==> config.mk <==
export PLATFORM = sky130hd
export DESIGN_NAME = tmc_timer16_mode_control
export DESIGN_NICKNAME = d
export VERILOG_FILES = /design/src/tmc_pkg.sv /design/src/tmc_timer16_mode_control.sv
export VERILOG_INCLUDE_DIRS = /design/src
export SDC_FILE = /design/constraint.sdc
export NUM_CORES = 1
export LEC_CHECK = 0
export CORE_AREA = 5 5 139 141
export CTS_CLUSTER_SIZE = 16
export DETAILED_ROUTE_END_ITERATION = 10
export DIE_AREA = 0 0 144 146
export DONT_BUFFER_PORTS = 1
export PLACE_DENSITY = 0.85
export REMOVE_ABC_BUFFERS = 1
export SKIP_CTS_REPAIR_TIMING = 1
export SLEW_MARGIN = 20
export SYNTH_ARGS = -nofsm -noshare
export SYNTH_HDL_FRONTEND = slang
export SYNTH_SLANG_ARGS = --single-unit
==> constraint.sdc <==
create_clock -name ref_clk -period 3.3 [get_ports ref_clk]
set_clock_uncertainty 0.2 [all_clocks]
set_input_delay 0.66 -clock ref_clk [delete_from_list [all_inputs] [get_ports ref_clk]]
set_output_delay 0.66 -clock ref_clk [all_outputs]
set_load 0.005 [all_outputs]
==> src/tmc_defines.svh <==
// Register indices, field positions, reset values and counts of the 16-bit timer mode control
`ifndef TMC_DEFINES_SVH
`define TMC_DEFINES_SVH
// Register indices: byte address is four times the index
`define TMC_IDX_CTRL_B      10'h02e
`define TMC_IDX_CTRL_A      10'h02f
`define TMC_IDX_CMP_A       10'h030
`define TMC_IDX_CMP_B       10'h031
`define TMC_IDX_CAPT        10'h032
`define TMC_IDX_CNT         10'h033
`define TMC_IDX_INT_STAT    10'h034
`define TMC_IDX_INT_MASK    10'h035
`define TMC_IDX_PIN_CTL     10'h036
// Control register A fields
`define TMC_A_CHA_MODE      7:6
`define TMC_A_CHB_MODE      5:4
`define TMC_A_WGM_LO        1:0
`define TMC_A_WMASK         8'hf3
// Control register B fields
`define TMC_B_FILT_EN       7
`define TMC_B_EDGE_SEL      6
`define TMC_B_WGM_HI        4:3
`define TMC_B_CLK_SEL       2:0
`define TMC_B_WMASK         8'hdf
`define TMC_CTRL_RESET      8'h00
// Interrupt status and mask bits
`define TMC_INT_OVF         0
`define TMC_INT_CMPA        1
`define TMC_INT_CMPB        2
`define TMC_INT_CAPT        3
`define TMC_INT_W           4
// Pin control bits
`define TMC_PIN_DIR_A       0
`define TMC_PIN_DIR_B       1
`define TMC_PIN_PORT_A      2
`define TMC_PIN_PORT_B      3
`define TMC_PIN_W           4
// Counter limits and fixed TOP values
`define TMC_BOTTOM          16'h0000
`define TMC_MAX             16'hffff
`define TMC_TOP_8BIT        16'h00ff
`define TMC_TOP_9BIT        16'h01ff
`define TMC_TOP_10BIT       16'h03ff
// Capture filter length in samples
`define TMC_FILT_SAMPLES    4
`endif

==> src/tmc_pkg.sv <==
// Types shared by the 16-bit timer mode control
package tmc_pkg;
    typedef enum logic [1:0] {
        DIR_UP   = 2'h1,
        DIR_DOWN = 2'h2
    } tmc_dir_t;

    typedef enum logic [5:0] {
        KIND_NORMAL = 6'h01,
        KIND_CTC    = 6'h02,
        KIND_FAST   = 6'h04,
        KIND_PC     = 6'h08,
        KIND_PFC    = 6'h10,
        KIND_RSVD   = 6'h20
    } tmc_kind_t;

    typedef struct packed {
        logic out;
        logic oe;
    } tmc_pin_t;
endpackage : tmc_pkg

==> src/tmc_timer16_mode_control.sv <==
// 16-bit timer/counter with waveform mode decode, compare outputs, capture filter and APB registers
//
// Chosen here: the APB register port.
`timescale 1ns/1ps
`include "tmc_defines.svh"

// How it works
// - Channel A mode nonzero routes output A to pin, except PWM code 01 without mode msb
// - Channel B mode nonzero routes output B to pin, except PWM code 01
// - Routed output driven only when direction selects output
// - Non-PWM codes: off, toggle, clear, set on match
// - Fast PWM: 10 clear-match/set-bottom, 11 inverse
// - PWM code 01: toggles A only if mode msb
// - Fast PWM: match at TOP ignored, bottom action kept
// - Dual-slope: 10 clears up, sets down; 11 inverse
// - Mode is two low plus two high control bits
// - Modes 0,4,12: immediate update, overflow at MAX
// - Fixed-TOP phase correct and fast PWM update/flag points
// - Modes 8-15 update and flag points; 13 reserved
// - Modes 8,10,12,14 use capture TOP; 4,9,11,15 compare A
// - Filter output changes after four equal samples
// - Filtered capture events arrive four cycles later
// - Edge select chooses edge; capture copies counter, flags
// - Clock source field picks stop, prescale or pin edge
// - Capture disabled while capture value is TOP
module tmc_timer16_mode_control
    import tmc_pkg::*;
(
    input  wire logic        ref_clk,
    input  wire logic        rst,
    input  wire logic        psel,
    input  wire logic        penable,
    input  wire logic        pwrite,
    input  wire logic [11:0] paddr,
    input  wire logic [31:0] pwdata,
    output logic      [31:0] prdata,
    output logic             pready,
    output logic             pslverr,
    input  wire logic        captureInput,
    input  wire logic        externalCountPin,
    output tmc_pin_t         compareOutA,
    output tmc_pin_t         compareOutB,
    output logic             irq
);

    // ------------------------------------------------------------
    // State
    // ------------------------------------------------------------
    typedef struct packed {
        logic [7:0]                    ctrlA;
        logic [7:0]                    ctrlB;
        logic [15:0]                   cmpBufA;
        logic [15:0]                   cmpBufB;
        logic [15:0]                   cmpActA;
        logic [15:0]                   cmpActB;
        logic [15:0]                   capt;
        logic [15:0]                   cnt;
        tmc_dir_t                      dir;
        logic [9:0]                    pre;
        logic                          extPrev;
        logic                          capRaw;
        logic [`TMC_FILT_SAMPLES-1:0]  filtSh;
        logic                          filtOut;
        logic                          capPrev;
        logic                          ocA;
        logic                          ocB;
        logic [`TMC_INT_W-1:0]         stat;
        logic [`TMC_INT_W-1:0]         mask;
        logic [`TMC_PIN_W-1:0]         pinCtl;
        logic [31:0]                   prdata;
    } tmc_state_t;

    tmc_state_t s_r;
    tmc_state_t s_nxt;

    // ------------------------------------------------------------
    // Decoding helpers
    // ------------------------------------------------------------
    function automatic tmc_kind_t modeKind(input logic [3:0] wgm);
        tmc_kind_t k;
        case (wgm)
            4'h0: k = KIND_NORMAL;
            4'h4, 4'hc: k = KIND_CTC;
            4'h1, 4'h2, 4'h3, 4'ha, 4'hb: k = KIND_PC;
            4'h5, 4'h6, 4'h7, 4'he, 4'hf: k = KIND_FAST;
            4'h8, 4'h9: k = KIND_PFC;
            default: k = KIND_RSVD;
        endcase
        return k;
    endfunction : modeKind

    function automatic logic [15:0] topValue(input logic [3:0] wgm,
                                             input logic [15:0] cmpA,
                                             input logic [15:0] capt);
        logic [15:0] t;
        case (wgm)
            4'h1, 4'h5: t = `TMC_TOP_8BIT;
            4'h2, 4'h6: t = `TMC_TOP_9BIT;
            4'h3, 4'h7: t = `TMC_TOP_10BIT;
            4'h4, 4'h9, 4'hb, 4'hf: t = cmpA;
            4'h8, 4'ha, 4'hc, 4'he: t = capt;
            default: t = `TMC_MAX;
        endcase
        return t;
    endfunction : topValue

    // Code 01 in PWM modes only drives channel A, and only with the mode msb set
    function automatic logic chanRouted(input logic [1:0] code,
                                        input tmc_kind_t kind,
                                        input logic msb,
                                        input logic isA);
        logic pwm;
        pwm = (kind == KIND_FAST) || (kind == KIND_PC) || (kind == KIND_PFC);
        if (code == 2'h0) begin
            return 1'b0;
        end
        if (pwm && (code == 2'h1) && !(msb && isA)) begin
            return 1'b0;
        end
        return 1'b1;
    endfunction : chanRouted

    function automatic logic chanNext(input logic [1:0] code,
                                      input tmc_kind_t kind,
                                      input logic msb,
                                      input logic isA,
                                      input logic match,
                                      input logic up,
                                      input logic bottom,
                                      input logic cmpIsTop,
                                      input logic cur);
        logic v;
        v = cur;
        case (kind)
            KIND_NORMAL, KIND_CTC: begin
                if (match) begin
                    case (code)
                        2'h1: v = ~cur;
                        2'h2: v = 1'b0;
                        2'h3: v = 1'b1;
                        default: v = cur;
                    endcase
                end
            end
            KIND_FAST: begin
                if (code[1]) begin
                    if (match && !cmpIsTop) begin
                        v = code[0];
                    end
                    if (bottom) begin
                        v = ~code[0];
                    end
                end else if (code[0] && msb && isA && match) begin
                    v = ~cur;
                end
            end
            KIND_PC, KIND_PFC: begin
                if (code[1]) begin
                    if (match) begin
                        v = up ? code[0] : ~code[0];
                    end
                end else if (code[0] && msb && isA && match) begin
                    v = ~cur;
                end
            end
            default: v = cur;
        endcase
        return v;
    endfunction : chanNext

    function automatic logic addrHit(input logic [11:0] a);
        logic [9:0] idx;
        idx = a[11:2];
        if (a[1:0] != 2'h0) begin
            return 1'b0;
        end
        case (idx)
            `TMC_IDX_CTRL_B, `TMC_IDX_CTRL_A, `TMC_IDX_CMP_A, `TMC_IDX_CMP_B,
            `TMC_IDX_CAPT, `TMC_IDX_CNT, `TMC_IDX_INT_STAT, `TMC_IDX_INT_MASK,
            `TMC_IDX_PIN_CTL: return 1'b1;
            default: return 1'b0;
        endcase
    endfunction : addrHit

    // ------------------------------------------------------------
    // Combinational view
    // ------------------------------------------------------------
    logic [3:0]            wgm;
    tmc_kind_t             kind;
    logic [15:0]           top;
    logic                  tick;
    logic                  wrEn;
    logic [9:0]            wrIdx;
    logic                  atTop;
    logic                  atBottom;
    logic                  updNow;
    logic                  ovfEv;
    logic                  matchA;
    logic                  matchB;
    logic                  fastBottom;
    logic                  captSel;
    logic                  captEv;
    logic                  captOff;
    logic [`TMC_INT_W-1:0] setEv;
    logic [`TMC_INT_W-1:0] clrBits;
    logic                  routedA;
    logic                  routedB;

    always_comb begin
        s_nxt      = s_r;
        wgm        = {s_r.ctrlB[`TMC_B_WGM_HI], s_r.ctrlA[`TMC_A_WGM_LO]};
        kind       = modeKind(wgm);
        top        = topValue(wgm, s_r.cmpActA, s_r.capt);
        wrEn       = psel && penable && pwrite && addrHit(paddr);
        wrIdx      = paddr[11:2];
        tick       = 1'b0;
        atTop      = 1'b0;
        atBottom   = 1'b0;
        updNow     = 1'b0;
        ovfEv      = 1'b0;
        fastBottom = 1'b0;
        setEv      = '0;
        clrBits    = '0;

        // Prescaler and clock source
        s_nxt.pre     = s_r.pre + 10'h001;
        s_nxt.extPrev = externalCountPin;
        case (s_r.ctrlB[`TMC_B_CLK_SEL])
            3'h1: tick = 1'b1;
            3'h2: tick = &s_r.pre[2:0];
            3'h3: tick = &s_r.pre[5:0];
            3'h4: tick = &s_r.pre[7:0];
            3'h5: tick = &s_r.pre[9:0];
            3'h6: tick = s_r.extPrev && !externalCountPin;
            3'h7: tick = !s_r.extPrev && externalCountPin;
            default: tick = 1'b0;
        endcase
        // Reserved mode holds the counter rather than guess a sequence
        if (kind == KIND_RSVD) begin
            tick = 1'b0;
        end

        // Counting sequence
        atTop    = tick && (s_r.cnt == top);
        atBottom = tick && (s_r.cnt == `TMC_BOTTOM) && (s_r.dir == DIR_DOWN);
        matchA   = tick && (s_r.cnt == s_r.cmpActA);
        matchB   = tick && (s_r.cnt == s_r.cmpActB);
        if (tick) begin
            case (kind)
                KIND_PC, KIND_PFC: begin
                    if (s_r.dir == DIR_UP) begin
                        if (s_r.cnt == top) begin
                            s_nxt.dir = DIR_DOWN;
                            s_nxt.cnt = s_r.cnt - 16'h0001;
                        end else begin
                            s_nxt.cnt = s_r.cnt + 16'h0001;
                        end
                    end else begin
                        if (s_r.cnt == `TMC_BOTTOM) begin
                            s_nxt.dir = DIR_UP;
                            s_nxt.cnt = s_r.cnt + 16'h0001;
                        end else begin
                            s_nxt.cnt = s_r.cnt - 16'h0001;
                        end
                    end
                end
                default: begin
                    s_nxt.dir = DIR_UP;
                    s_nxt.cnt = (s_r.cnt == top) ? `TMC_BOTTOM : s_r.cnt + 16'h0001;
                end
            endcase
        end

        // Compare update points and overflow points
        case (kind)
            KIND_NORMAL, KIND_CTC: begin
                updNow = 1'b1;
                ovfEv  = tick && (s_r.cnt == `TMC_MAX);
            end
            KIND_FAST: begin
                fastBottom = atTop;
                updNow     = atTop;
                ovfEv      = atTop;
            end
            KIND_PC: begin
                updNow = atTop && (s_r.dir == DIR_UP);
                ovfEv  = atBottom;
            end
            KIND_PFC: begin
                updNow = atBottom;
                ovfEv  = atBottom;
            end
            default: begin
                updNow = 1'b0;
                ovfEv  = 1'b0;
            end
        endcase

        // Waveform outputs use the compare values active at this tick
        s_nxt.ocA = chanNext(s_r.ctrlA[`TMC_A_CHA_MODE], kind, wgm[3], 1'b1, matchA,
                             s_r.dir == DIR_UP, fastBottom, s_r.cmpActA == top, s_r.ocA);
        s_nxt.ocB = chanNext(s_r.ctrlA[`TMC_A_CHB_MODE], kind, wgm[3], 1'b0, matchB,
                             s_r.dir == DIR_UP, fastBottom, s_r.cmpActB == top, s_r.ocB);

        // Capture input, optional noise filter
        s_nxt.capRaw = captureInput;
        s_nxt.filtSh = {s_r.filtSh[`TMC_FILT_SAMPLES-2:0], captureInput};
        if ((&s_r.filtSh) || !(|s_r.filtSh)) begin
            s_nxt.filtOut = s_r.filtSh[0];
        end
        captSel       = s_r.ctrlB[`TMC_B_FILT_EN] ? s_r.filtOut : s_r.capRaw;
        s_nxt.capPrev = captSel;
        captOff       = wgm[3] && !wgm[0];
        captEv        = !captOff && (s_r.ctrlB[`TMC_B_EDGE_SEL]
                        ? (!s_r.capPrev && captSel)
                        : (s_r.capPrev && !captSel));
        if (captEv) begin
            s_nxt.capt = s_r.cnt;
        end

        // Register writes
        if (wrEn) begin
            case (wrIdx)
                `TMC_IDX_CTRL_A: s_nxt.ctrlA = pwdata[7:0] & `TMC_A_WMASK;
                `TMC_IDX_CTRL_B: s_nxt.ctrlB = pwdata[7:0] & `TMC_B_WMASK;
                `TMC_IDX_CMP_A: s_nxt.cmpBufA = pwdata[15:0];
                `TMC_IDX_CMP_B: s_nxt.cmpBufB = pwdata[15:0];
                `TMC_IDX_CAPT: begin
                    if (!captEv) begin
                        s_nxt.capt = pwdata[15:0];
                    end
                end
                `TMC_IDX_INT_STAT: clrBits = pwdata[`TMC_INT_W-1:0];
                `TMC_IDX_INT_MASK: s_nxt.mask = pwdata[`TMC_INT_W-1:0];
                `TMC_IDX_PIN_CTL: s_nxt.pinCtl = pwdata[`TMC_PIN_W-1:0];
                default: ;
            endcase
        end
        if (updNow) begin
            s_nxt.cmpActA = s_nxt.cmpBufA;
            s_nxt.cmpActB = s_nxt.cmpBufB;
        end

        // Sticky events; a set in the clearing cycle survives
        setEv[`TMC_INT_OVF]  = ovfEv;
        setEv[`TMC_INT_CMPA] = matchA;
        setEv[`TMC_INT_CMPB] = matchB;
        setEv[`TMC_INT_CAPT] = captEv;
        s_nxt.stat = (s_r.stat & ~clrBits) | setEv;

        // Read data is captured in the setup phase
        if (psel && !penable) begin
            case (paddr[1:0] == 2'h0 ? paddr[11:2] : 10'h000)
                `TMC_IDX_CTRL_A: s_nxt.prdata = {24'h000000, s_r.ctrlA};
                `TMC_IDX_CTRL_B: s_nxt.prdata = {24'h000000, s_r.ctrlB};
                `TMC_IDX_CMP_A: s_nxt.prdata = {16'h0000, s_r.cmpBufA};
                `TMC_IDX_CMP_B: s_nxt.prdata = {16'h0000, s_r.cmpBufB};
                `TMC_IDX_CAPT: s_nxt.prdata = {16'h0000, s_r.capt};
                `TMC_IDX_CNT: s_nxt.prdata = {16'h0000, s_r.cnt};
                `TMC_IDX_INT_STAT: s_nxt.prdata = {28'h0000000, s_r.stat};
                `TMC_IDX_INT_MASK: s_nxt.prdata = {28'h0000000, s_r.mask};
                `TMC_IDX_PIN_CTL: s_nxt.prdata = {28'h0000000, s_r.pinCtl};
                default: s_nxt.prdata = 32'h00000000;
            endcase
        end
    end

    // ------------------------------------------------------------
    // Registers
    // ------------------------------------------------------------
    always_ff @(posedge ref_clk) begin
        if (rst) begin
            s_r <= '{ctrlA: `TMC_CTRL_RESET, ctrlB: `TMC_CTRL_RESET,
                     dir: DIR_UP, default: '0};
        end else begin
            s_r <= s_nxt;
        end
    end

    // ------------------------------------------------------------
    // Outputs
    // ------------------------------------------------------------
    always_comb begin
        routedA = chanRouted(s_r.ctrlA[`TMC_A_CHA_MODE], modeKind(wgm), wgm[3], 1'b1);
        routedB = chanRouted(s_r.ctrlA[`TMC_A_CHB_MODE], modeKind(wgm), wgm[3], 1'b0);
        compareOutA.out = routedA ? s_r.ocA : s_r.pinCtl[`TMC_PIN_PORT_A];
        compareOutB.out = routedB ? s_r.ocB : s_r.pinCtl[`TMC_PIN_PORT_B];
        compareOutA.oe  = s_r.pinCtl[`TMC_PIN_DIR_A];
        compareOutB.oe  = s_r.pinCtl[`TMC_PIN_DIR_B];
    end

    assign prdata  = s_r.prdata;
    assign pready  = 1'b1;
    assign pslverr = psel && penable && !addrHit(paddr);
    assign irq     = |(s_r.stat & s_r.mask);

endmodule : tmc_timer16_mode_control

==> results.md <==
- Outcome: complete, but fails checks
- Violated checks: negative setup slack
- Cell Area, Synth: 10400 sq um
- Critical path buffers and inverters: 7
- Transition time at the pin with the least slew margin: 731 ps
- Cells on worst reg2reg path: 15
- Placement Cell Area: 11400 sq um
- Signed area change from the synthesized netlist to the final layout: 24.5%
- Io pins: 90
- Setup Total Neg Slack: -8650 ps
- Worst r2r src: s_r[166]$_SDFFE_PP0P_
- Synthesis Warnings: 0
- Max Clk Rate: 0.283 GHz
- Setup slack at placement: -384 ps
- Crit Path Max Fanout: 9
- Critical Path Start Type: flop
- Power Internal: 3.12 mW
- First-pass iteration count of the detailed router: 8
- Cell at the root of the clock tree: sky130_fd_sc_hd__clkbuf_16
- # diodes: 0
- Relative contribution of combinational cells to total power: 5.6%
- Post-route cell area: 12900 sq um
- Number of H-tree levels: 4
- Stage delay of the slowest cell on the critical path: slightly below 600 ps
- Utilization after layout: about 72%
- Proportion of netlist area held by the largest area contributor: 30.5%
- Library cell appearing most often on the critical path: sky130_fd_sc_hd__buf_6
- Count of routing violations after the opening detailed-route iteration: 1672
- Worst slew slack as a fraction of its limit: approximately half
- Crit path capture: s_r[103]$_SDFFE_PP0P_
- Switching pwr: around 1.1 mW
- Via count: 11.1k
- Share of power burned in the clock network: 47.9%
- Initial standard-cell utilization of the core: 58.0%
- Maximum number of pins on one net before global-route repair: 154
- Pins over their slew limit: 0
- Post-route DRC violation count: 0
- Most area-consuming cells after synthesis: sky130_fd_sc_hd__dfxtp_1, sky130_fd_sc_hd__mux2i_1, sky130_fd_sc_hd__nor2_1
- Commonest non-fill, non-tap cells in the layout: sky130_fd_sc_hd__nor2_1, sky130_fd_sc_hd__buf_4, sky130_fd_sc_hd__dfxtp_1
- GRT Residual Overflow: 0
- Number of placement rows: 49
- Depth of the critical timing path with buffers and inverters included: 15
- Fraction of registers with async set/reset: 0%
- Power density relative to cell area: 326 nW/um^2
- Final Hold Vio Count: 0
- First-pass GRT wire length: 55.7 mm
- GRT Total Usage: 33.5%
- Share of power burned in registers: 46.5%
- Total Wirelength: roughly 40 mm
- Cell family contributing the most delay on the critical path: simple AND/OR/NAND/NOR gates
- Synth area leader: sky130_fd_sc_hd__dfxtp_1
- Max-cap viol count: 0
- Die area: 21000 sq um
- Arr. time, crit path: 3640 ps
- Crit path max-delay cell type: sky130_fd_sc_hd__or4_4
- Endpoint class of the critical path: flop
- Final weighted congestion of routability-driven global placement: 1.05
- Fill cell instance count of the final layout: 1221
- Die Span X: between 100 and 150 um
- Initial antenna violation count: 0
- Fraction of the yosys area taken by sequential cells: a little under a third
- Final setup viols: 52
- Synth unique cells: 86
- Placeable Area: roughly 18000 sq um
- Switching Share: 25.6%
- Routed via count divided by cell count: roughly 6.8
- Number of global-route vias before repair: 10.2k
- Net count of the finished layout: 1464
- Worst supply voltage drop on vdd: 0.337 mV
- Prevailing post-synth register cell: sky130_fd_sc_hd__dfxtp_1
- Residual antenna-violating net count after detailed routing: 0
- Leak pwr: 5.31 nW
- Critical path start-end classification: reg2reg
- Worst-Skew Late Latency: around 430 ps
- Clk slew on worst S/H paths: 70 ps
- Y dimension of the die: approximately 150 um
- Tightest Hold Check Type: in2reg
- Critical Path, Cell by Cell: buf_12, buf_12, or3_4, buf_6, a21oi_4, nor2_4, xnor2_2, or4_4, nor3_4, buf_6, a211o_4, buf_6, clkbuf_16, buf_4, a211oi_2
- Req. time, crit path: 3410 ps
- Hold wc startpoint: rst
- Commonest non-fill, non-tap cell in the layout: sky130_fd_sc_hd__nor2_1
- Post-route minimum period: around 3500 ps
- Setup repair after global routing missed its margin: yes
- Clock Sink Count: 158
- Post-detail-place hpwl: 26.2 mm
- Number of buffer cells added on primary ports: 0
- TritonCTS clock tree: done
- Seq cells post-synth: between 150 and 200
- R2R Setup Slk: -230 ps
- EDFF count, synth: 0
- Average size of a mapped cell: 8.07 sq um
- Clock Tree Buf Depth: 2
- Mapped Cells: 1283
- Cts bufs inserted: 17
- Endpoint of the worst-slack reg-to-reg timing path: s_r[103]$_SDFFE_PP0P_
- Post-route clock period utilization: 107%
- Worst setup path start: s_r[166]$_SDFFE_PP0P_
- Fraction of final layout cells sized beyond drive strength 1: 26.9%
- Crit path setup slack, layout: -234 ps
- Average detailed-routed wire length per instance: 23.7 um
[state kept, by name (all words and copies together), names as in the netlist]
register,flops
prdata,16
s_nxt,3
compareOutB,1
s_r,137
compareOutA,1
[metal layers]
layer  vias to the layer above  global-route usage, %  routed length, um
li1                       4845                      -                  -
met1                      5271                   45.5              14500
met2                       839                   52.4              17700
met3                       182                   7.43               4930
met4                         0                   11.5               1810
met5                         -                      0                  0
[how the worst min path moves through the flow]
stage / cells after the start / slack [ps] / endpoint
finish: 1 / 90 / s_r[47]$_SDFFE_PP0P_
global route: 1 / 90 / s_r[47]$_SDFFE_PP0P_
CTS: 1 / 90 / s_r[47]$_SDFFE_PP0P_
detailed placement: 1 / 260 / s_r[54]$_SDFF_PP0_
global placement: 1 / 240 / s_r[54]$_SDFF_PP0_
floorplan: 1 / 230 / s_r[54]$_SDFF_PP0_
[final cells by class]
class / instances / area [sq um] / share of cell area (%)
well taps: 229 / 287 / 2.22
clock buffers: 18 / 439 / 3.41
flip-flops and latches: 158 / 3170 / 24.6
inverters: 38 / 143 / 1.11
clock inverters: 13 / 150 / 1.16
repair buffers: 218 / 1980 / 15.4
multi-input cells: 969 / 6720 / 52.1
[cell usage after synthesis, drive strengths merged, types with 6 or more instances]
cell type and count:
nor2 198, dfxtp 158, mux2i 84, a21oi 76, nand2 70, buf 69, clkbuf 64, a211oi 62
nor3 40, o21ai 40, inv 38, xor2 36, nand3 31, nand2b 25, xnor2 25, nor2b 18
nor4 18, a31oi 16, nand4 15, o22ai 14, or3 14, a222oi 13, a22oi 12, ha 11
a221oi 10, mux2 10, o31ai 10, or4b 9, a2111oi 8, and3 8, o32ai 8, o211ai 6
[power groups by stage]
| stage | Combinational (mW) | Sequential [mW] | Clock, mW |
|---|---|---|---|
| 6_report | 0.233 | 1.95 | 2.01 |
| 5_1_grt | 0.256 | 1.95 | 2.09 |
| 4_1_cts | 0.215 | 1.95 | 2.01 |
| 3_5_place_dp | 0.214 | 2.00 | 0 |
| 3_3_place_gp | 0.208 | 2.00 | 0 |
| 2_1_floorplan | 0.133 | 2.00 | 0 |
[through the flow]
stage | cells | hold WS (ps) | power (mW)
6_report | 1643 | 93.3 | 4.20
3_3_place_gp | 1572 | 244 | 2.20
3_5_place_dp | 1572 | 260 | 2.21
5_1_grt | 1643 | 90.1 | 4.30
4_1_cts | 1603 | 94.1 | 4.18
2_1_floorplan | 1165 | 230 | 2.13
[cells by family (layout without fill, tap and decap cells)]
kind of cell	Yosys count	in the layout	synth area share (%)
other	2	17	0.0725
adders and majority gates	11	11	1.33
xor gates and xnor gates	61	61	5.16
AOI/OAI and AO/OA	318	318	23.2
and+or+nand+nor	468	468	22.2
buffers and inverters	171	287	8.28
DFF	158	158	30.5
muxes	94	94	9.21
Power figures use the tool's default switching activity.
